## src/hw/msb_params.svh

```systemverilog
`ifndef MSB_PARAMS_SVH
`define MSB_PARAMS_SVH

// Register byte offsets
`define MSB_OFF_IO_STATE 8'h00
`define MSB_OFF_CTRL 8'h04
`define MSB_OFF_IRQ_STAT 8'h08
`define MSB_OFF_IRQ_MASK 8'h0c

// Slave input bits seen by the bus master
`define MSB_IN_READY 0
`define MSB_IN_FAULT_N 1
`define MSB_IN_SENSOR_A 2
`define MSB_IN_SENSOR_B 3

// Slave output bits written by the bus master
`define MSB_OUT_MAIN 0
`define MSB_OUT_REVERSE 1
`define MSB_OUT_AUX 2

// Interrupt status bits
`define MSB_IRQ_FAULT 0
`define MSB_IRQ_RESET_REQ 1
`define MSB_IRQ_SENSOR 2
`define MSB_IRQ_ACT_TRIP 3

// Reset values
`define MSB_CTRL_RST 1'h1
`define MSB_MASK_RST 4'h0

`endif

```

## src/hw/msb_pkg.sv

```systemverilog
`default_nettype none

package msb_pkg;

    // Position of the operating-mode key switch
    typedef enum logic [1:0] {
        MSB_MODE_OFF,
        MSB_MODE_AUTO,
        MSB_MODE_HAND
    } msb_mode_t;

endpackage : msb_pkg

`default_nettype wire

```

## src/hw/msb_io_map.sv

```systemverilog
// What this block does
// - Ready bit reads 1 when ready for automatic bus control, else 0.
// - Group fault bit reads low while any fault exists, high otherwise.
// - Each external sensor input appears on its own bit, 1 when applied.
// - Output bit 2 drives the auxiliary LED or actuator output, 1 asserts.
// - Sensor supply overload or short raises the group fault.
// - Actuator output overload raises group fault and cuts that output.
// - Off position drops contactors and clears latched motor faults.
//
// The address-and-strobe port and the register addresses were decided locally.
`include "msb_params.svh"

`default_nettype none

module msb_io_map
    import msb_pkg::*;
(
    // Clock and reset
    input wire logic clk,
    input wire logic rst,
    // Register port
    input wire logic [7:0] reg_addr,
    input wire logic [31:0] reg_wdata,
    input wire logic reg_wr,
    input wire logic reg_rd,
    output logic [31:0] reg_rdata,
    output logic irq,
    // Field bus data exchange
    input wire logic fb_wr_valid,
    input wire logic [2:0] fb_wr_data,
    output logic [3:0] fb_rd_data,
    // Operator switches
    input wire logic [1:0] mode_sel,
    input wire logic hand_fwd,
    input wire logic hand_rev,
    // Plant inputs
    input wire logic sensor_a_input,
    input wire logic sensor_b_input,
    input wire logic sensor_supply_fault,
    input wire logic actuator_fault,
    input wire logic motor_overload,
    input wire logic motor_overtemp,
    // Plant outputs
    output logic main_contactor,
    output logic reverse_contactor,
    output logic actuator_output
);

    ////////////////////////////////////////////////////////////////////////////////
    function automatic logic reg_hit(input logic [7:0] addr, input logic [7:0] off);
        reg_hit = (addr == off);
    endfunction : reg_hit

    ////////////////////////////////////////////////////////////////////////////////
    msb_mode_t mode;
    logic [2:0] cmd_r, cmd_nxt;
    logic fault_lat_r, fault_lat_nxt;
    logic act_trip_r, act_trip_nxt;
    logic ctrl_en_r, ctrl_en_nxt;
    logic [3:0] irq_stat_r, irq_stat_nxt;
    logic [3:0] irq_mask_r, irq_mask_nxt;
    logic [3:0] fb_in_r, fb_in_nxt;
    logic main_r, main_nxt;
    logic rev_r, rev_nxt;
    logic aux_r, aux_nxt;
    logic irq_r, irq_nxt;
    logic [31:0] rdata_r, rdata_nxt;
    logic reset_req, reset_req_old, any_fault, is_off;
    logic [3:0] events;

    assign mode = msb_mode_t'(mode_sel);

    always_comb begin
        // Unused code 3 counts as off, the safe side
        is_off = (mode != MSB_MODE_AUTO) && (mode != MSB_MODE_HAND);
        cmd_nxt = fb_wr_valid ? fb_wr_data : cmd_r;
        // Both contactor bits together mean reset, never actuation
        reset_req = cmd_nxt[`MSB_OUT_MAIN] & cmd_nxt[`MSB_OUT_REVERSE];
        reset_req_old = cmd_r[`MSB_OUT_MAIN] & cmd_r[`MSB_OUT_REVERSE];

        // A fault still present re-sets its latch, so set wins over clear
        fault_lat_nxt = motor_overload | motor_overtemp
                      | (fault_lat_r & ~(is_off | reset_req));
        act_trip_nxt = actuator_fault | (act_trip_r & ~(is_off | reset_req));
        any_fault = fault_lat_nxt | act_trip_nxt | sensor_supply_fault;

        fb_in_nxt[`MSB_IN_READY] = (mode == MSB_MODE_AUTO) & ~any_fault & ctrl_en_r;
        fb_in_nxt[`MSB_IN_FAULT_N] = ~any_fault;
        fb_in_nxt[`MSB_IN_SENSOR_A] = sensor_a_input;
        fb_in_nxt[`MSB_IN_SENSOR_B] = sensor_b_input;

        main_nxt = 1'b0;
        rev_nxt = 1'b0;
        case (mode)
            MSB_MODE_AUTO: begin
                if (fb_in_nxt[`MSB_IN_READY] && !reset_req) begin
                    main_nxt = cmd_nxt[`MSB_OUT_MAIN];
                    rev_nxt = cmd_nxt[`MSB_OUT_REVERSE];
                end
            end
            MSB_MODE_HAND: begin
                // Interlock: opposite selections cancel
                if (!any_fault && (hand_fwd != hand_rev)) begin
                    main_nxt = hand_fwd;
                    rev_nxt = hand_rev;
                end
            end
            default: begin
                main_nxt = 1'b0;
                rev_nxt = 1'b0;
            end
        endcase
        // Tripped output stays dead until a reset request or the off position clears the trip
        aux_nxt = cmd_nxt[`MSB_OUT_AUX] & ~act_trip_nxt;

        ctrl_en_nxt = ctrl_en_r;
        irq_mask_nxt = irq_mask_r;
        if (reg_wr && reg_hit(reg_addr, `MSB_OFF_CTRL)) begin
            ctrl_en_nxt = reg_wdata[0];
        end
        if (reg_wr && reg_hit(reg_addr, `MSB_OFF_IRQ_MASK)) begin
            irq_mask_nxt = reg_wdata[3:0];
        end

        events[`MSB_IRQ_FAULT] = any_fault & fb_in_r[`MSB_IN_FAULT_N];
        events[`MSB_IRQ_RESET_REQ] = reset_req & ~reset_req_old;
        events[`MSB_IRQ_SENSOR] = (fb_in_nxt[3:2] != fb_in_r[3:2]);
        events[`MSB_IRQ_ACT_TRIP] = act_trip_nxt & ~act_trip_r;
        irq_stat_nxt = irq_stat_r;
        if (reg_wr && reg_hit(reg_addr, `MSB_OFF_IRQ_STAT)) begin
            irq_stat_nxt = irq_stat_r & ~reg_wdata[3:0];
        end
        irq_stat_nxt = irq_stat_nxt | events;
        irq_nxt = |(irq_stat_nxt & irq_mask_nxt);

        rdata_nxt = 32'h0000_0000;
        if (reg_rd) begin
            case (reg_addr)
                `MSB_OFF_IO_STATE: rdata_nxt = {22'h00_0000, act_trip_r, fault_lat_r,
                                                aux_r, rev_r, main_r, cmd_r[0], fb_in_r};
                `MSB_OFF_CTRL: rdata_nxt = {31'h0000_0000, ctrl_en_r};
                `MSB_OFF_IRQ_STAT: rdata_nxt = {28'h000_0000, irq_stat_r};
                `MSB_OFF_IRQ_MASK: rdata_nxt = {28'h000_0000, irq_mask_r};
                default: rdata_nxt = 32'h0000_0000;
            endcase
        end
    end

    always_ff @(posedge clk or posedge rst) begin
        if (rst) begin
            cmd_r <= 3'h0;
            fault_lat_r <= 1'b0;
            act_trip_r <= 1'b0;
            ctrl_en_r <= `MSB_CTRL_RST;
            irq_stat_r <= 4'h0;
            irq_mask_r <= `MSB_MASK_RST;
            fb_in_r <= 4'h2;
            main_r <= 1'b0;
            rev_r <= 1'b0;
            aux_r <= 1'b0;
            irq_r <= 1'b0;
            rdata_r <= 32'h0000_0000;
        end else begin
            cmd_r <= cmd_nxt;
            fault_lat_r <= fault_lat_nxt;
            act_trip_r <= act_trip_nxt;
            ctrl_en_r <= ctrl_en_nxt;
            irq_stat_r <= irq_stat_nxt;
            irq_mask_r <= irq_mask_nxt;
            fb_in_r <= fb_in_nxt;
            main_r <= main_nxt;
            rev_r <= rev_nxt;
            aux_r <= aux_nxt;
            irq_r <= irq_nxt;
            rdata_r <= rdata_nxt;
        end
    end

    assign reg_rdata = rdata_r;
    assign irq = irq_r;
    assign fb_rd_data = fb_in_r;
    assign main_contactor = main_r;
    assign reverse_contactor = rev_r;
    assign actuator_output = aux_r;

    ////////////////////////////////////////////////////////////////////////////////
    AST_NOT_READY_OUTSIDE_AUTO: assert property (@(posedge clk) disable iff (rst)
        (mode_sel != 2'h1) |=> !fb_rd_data[`MSB_IN_READY])
        else $error("ready reported outside auto mode");

    AST_OVERLOAD_FAULT: assert property (@(posedge clk) disable iff (rst)
        motor_overload |=> !fb_rd_data[`MSB_IN_FAULT_N] && !fb_rd_data[`MSB_IN_READY])
        else $error("overload not shown as group fault");

    AST_SENSOR_FOLLOW: assert property (@(posedge clk) disable iff (rst)
        1'b1 |=> fb_rd_data[3:2] == $past({sensor_b_input, sensor_a_input}))
        else $error("sensor bits do not follow inputs");

    AST_NO_BOTH_CONTACTORS: assert property (@(posedge clk) disable iff (rst)
        !(main_contactor && reverse_contactor))
        else $error("both contactors actuated");

    AST_RESET_NOT_ACTUATE: assert property (@(posedge clk) disable iff (rst)
        fb_wr_valid && fb_wr_data[1:0] == 2'h3 |=> !main_contactor && !reverse_contactor)
        else $error("reset request actuated a contactor");

    AST_AUX_CLEARED: assert property (@(posedge clk) disable iff (rst)
        fb_wr_valid && !fb_wr_data[2] |=> !actuator_output)
        else $error("aux output on after zero written");

    AST_SUPPLY_FAULT: assert property (@(posedge clk) disable iff (rst)
        sensor_supply_fault |=> !fb_rd_data[`MSB_IN_FAULT_N])
        else $error("sensor supply fault not reported");

    AST_ACT_TRIP: assert property (@(posedge clk) disable iff (rst)
        actuator_fault |=> !actuator_output && !fb_rd_data[`MSB_IN_FAULT_N])
        else $error("actuator fault did not cut output");

    AST_OFF_DROPS: assert property (@(posedge clk) disable iff (rst)
        (mode_sel == 2'h0) |=> !main_contactor && !reverse_contactor)
        else $error("contactor on in off position");

    AST_OFF_CLEARS: assert property (@(posedge clk) disable iff (rst)
        (mode_sel == 2'h0) && !motor_overload && !motor_overtemp && !actuator_fault
        && !sensor_supply_fault |=> fb_rd_data[`MSB_IN_FAULT_N])
        else $error("off position did not clear latched fault");

endmodule : msb_io_map

`default_nettype wire

```

## config.mk

```make
export PLATFORM = sky130hd
export DESIGN_NAME = msb_io_map
export DESIGN_NICKNAME = d
export VERILOG_FILES = /design/src/hw/msb_pkg.sv /design/src/hw/msb_io_map.sv
export VERILOG_INCLUDE_DIRS = /design/src /design/src/hw
export SDC_FILE = /design/constraint.sdc
export NUM_CORES = 1
export LEC_CHECK = 0
export BUFFER_PORTS_ARGS = -buffer_cell sky130_fd_sc_hd__buf_2
export CORE_MARGIN = 2
export CORE_UTILIZATION = 40
export DETAILED_ROUTE_END_ITERATION = 8
export PLACE_DENSITY = 0.82
export SLEW_MARGIN = 20
export SYNTH_ARGS = -nofsm -noshare
export SYNTH_HDL_FRONTEND = slang
export SYNTH_SLANG_ARGS = --single-unit
```

## constraint.sdc

```tcl
create_clock -name clk -period 3.4 [get_ports clk]
set_input_delay 0.17 -clock clk [delete_from_list [all_inputs] [get_ports clk]]
set_output_delay 0.17 -clock clk [all_outputs]
set_load 0.02 [all_outputs]
```

==> flow_summary.json <==
{
  "crit_cells": 5,
  "grt_pass1_wl_um": 4530,
  "ys_types": 44,
  "place.gp.congestion": 0.773,
  "grt_overflow": 0,
  "synth_cells": 152,
  "die_w_um": 68.0,
  "reg2reg_to": "main_contactor",
  "slowest_delay_ns": 0.56,
  "grt_use_total_pct": 13.4,
  "wl_per_cell_um": 11.9,
  "clock_path_buffers": 2,
  "cts_resized": 0,
  "synthArstFlopShare_pct": 100,
  "clk_latency_ns": 0.28,
  "htree_levels": 2,
  "cp_slowest_cell": "nor4_4",
  "netlist_area_sq_um": 1640,
  "crit_end": "irq",
  "fin_skew_ns": 0.00899,
  "area_delta_synth_final_pct": 19.7,
  "ys_ff_latch": 32,
  "ctsHoldBuffers": 0,
  "peakVddDrop_mv": 0.175,
  "p_leak_nw": 1.04,
  "initial_core_util_pct": 41.3,
  "num_vias": 1165,
  "met1_length_um": 1190,
  "ios": 98,
  "synth_flop_cell": "dfrtp_1",
  "clockRootBuffer": "clkbuf_8",
  "drt-initial-drc-count": 68,
  "die_h_um": 68.0,
  "stdcell_area_sq_um": 1960,
  "antenna_left": 0,
  "rows": 23,
  "drc_errors": 0,
  "dp_slack_ns": 1.62,
  "crit_arrival_ns": 1.67,
  "fin_hold_ws_ns": -0.0479,
  "rsz0062_at_grt": "no",
  "fillers": 376,
  "max_slew_margin_pct": 59.9,
  "hold_violations": 27,
  "grt_pass1_vias": 1039,
  "finalCritPeriodShare_pct": 45.2,
  "antenna_found_initial": 0,
  "drt-total-wl_um": 3000,
  "setup.worst_path.start_class": "input port",
  "die_area_sq_um": 4630,
  "top_layer": "met4",
  "min_path_type": "input port to asynchronous set/reset pin",
  "period_needed_ns": 1.54,
  "met2_wirelength_um": 1490,
  "vias_per_cell": 4.60,
  "cp-end-kind": "register",
  "crit_type": "input port to register",
  "critPathBufInv": 1,
  "seqCellArea_sq_um": 803,
  "worst_slack_ns": 1.86,
  "grt_max_degree": 31,
  "worst_path_dominant_cell_family": "compound AO/OA/AOI/OAI gates",
  "maxCapViolCount": 0,
  "utilization_pct": 49.4,
  "violations": "negative hold slack",
  "path_cells": "buf_2 -> nor4_4 -> a41oi_1 -> o32ai_1 -> o2111ai_1",
  "tritoncts": "yes",
  "synth-edff-count": 0,
  "yosysSeqAreaShare_pct": 49.0,
  "coreArea_sq_um": 3970,
  "clk_pin_slew_ns": 0.07,
  "antenna_cells": 0,
  "final_nets": 262,
  "cts_sinks": 32,
  "fmax_ghz": 0.650,
  "wl_met3_um": 251,
  "cp-startpoint": "reg_addr[1]",
  "ff2ff_setup_slack_ns": 1.94,
  "powerDensity_nw_per_um2": 464,
  "critical_path_required_ns": 3.53,
  "numCtsBuffers": 5,
  "dr.pass1.iters": 4,
  "drive_above_1_share_pct": 36.5,
  "post_cts_buffers": 0,
  "reg2reg_depth": 5,
  "setup_violations": 0,
  "multi_input_area_sq_um": 672,
  "numPortBuffers": 47,
  "r2r-start": "cmd_r[0]",
  "crit_fanout": 13,
  "synth_warnings": 0,
  "place_area_sq_um": 1840,
  "syn-mean-instance-area_sq_um": 10.8,
  "slew_violations": 0,
  "hpwl_um": 2340,
  "status": "finished, violations left",
  "tightest_slew_ns": 0.601,
  "tns_ns": 0
}
placed cells by master (no fill, tap or decap), drive strengths merged, types with 2 or more instances in the layout:
| cell type | netlist | final |
|---|---|---|
| a22oi | 4 | 4 |
| a31oi | 3 | 3 |
| a41oi | 3 | 3 |
| and2 | 9 | 9 |
| and4 | 3 | 3 |
| buf | 27 | 49 |
| clkbuf | 0 | 7 |
| conb | 1 | 22 |
| dfrtp | 30 | 30 |
| dfstp | 2 | 2 |
| ha | 2 | 2 |
| inv | 13 | 13 |
| mux2 | 4 | 4 |
| nand2 | 4 | 4 |
| nand4 | 4 | 4 |
| nor2 | 6 | 6 |
| nor2b | 3 | 3 |
| nor3 | 2 | 2 |
| nor4 | 2 | 2 |
| o21ai | 4 | 4 |
| o22ai | 2 | 2 |
| or2 | 5 | 5 |
| xor2 | 2 | 2 |
flip-flops by register name, summed over array words and instances, names as in the netlist:
register,flops
irq_mask_r,4
act_trip_r,1
irq_stat_r,4
reg_rdata,10
ctrl_en_r,1
irq,1
main_contactor,1
fault_lat_r,1
cmd_r,3
actuator_output,1
reverse_contactor,1
fb_rd_data,4
cells by family (layout without fill, tap and decap cells):
| family | count (synthesis) | in the layout | synth area share, % |
|---|---|---|---|
| DFF | 32 | 32 | 49.0 |
| and+or+nand+nor | 46 | 46 | 18.1 |
| buffers and inverters | 40 | 70 | 14.9 |
| other | 1 | 22 | 0.229 |
| xor gates and xnor gates | 2 | 2 | 1.07 |
| adders and majority gates | 2 | 2 | 1.53 |
| AOI/OAI and AO/OA | 23 | 23 | 10.5 |
| muxes | 6 | 6 | 4.73 |
stage by stage:
step / std cells / total power [mW]
6_report: 253 / 0.910
5_1_grt: 253 / 0.945
3_5_place_dp: 245 / 0.523
3_3_place_gp: 245 / 0.521
4_1_cts: 253 / 0.914
2_1_floorplan: 173 / 0.506
power by group:
part           leakage (nW)  switching [mW]  internal [mW]
clock network        0.0645           0.135          0.258
logic                 0.594          0.0708         0.0399
registers             0.381         0.00951          0.396
cells in the mapped netlist (all sizes together), types with 2 or more instances:
master,n,area (sq um)
o22ai,2,12.5
dfstp,2,52.6
nand2,4,15.0
a31oi,3,18.8
nor4,2,27.5
a22oi,4,30.0
o21ai,4,20.0
nand4,4,25.0
and2,9,56.3
nor2b,3,18.8
nor3,2,15.0
and4,3,26.3
mux2,4,45.0
inv,13,48.8
ha,2,25.0
a41oi,3,26.3
or2,5,31.3
xor2,2,17.5
dfrtp,30,751
nor2,6,22.5
buf,27,195
worst reg2reg max path, cell delays in order, from the launching register on:
cell      delay (ns)
dfrtp_1         0.39
and3b_1         0.21
o41ai_2         0.37
inv_1           0.15
nand3b_1        0.14
o31ai_1         0.08
how the worst min path moves through the flow:
stage                        start                end  slack (ns)  cells after the start
finish                         rst  reverse_contactor       -0.05                      2
global route                   rst    actuator_output        0.01                      2
CTS                 sensor_a_input      fb_rd_data[2]        0.01                      1
detailed placement  sensor_a_input      fb_rd_data[2]        0.31                      1
global placement    sensor_a_input      fb_rd_data[2]        0.30                      1
floorplan           sensor_a_input      fb_rd_data[2]        0.20                      0
layout make-up:
class,instances,area share (%)
inverters,13,2.49
multi-input cells,101,34.2
flip-flops and latches,32,40.9
repair buffers,49,12.7
clock inverters,1,1.53
clock buffers,7,4.91
well taps,50,3.19
metal layers:
layer / vias up / GRT usage (%)
met2: 45 / 21.7
met3: 5 / 3.95
met1: 536 / 15.8
met4: 0 / 7.75
met5: - / 0
li1: 579 / -
(Power assumes the default switching activity.)
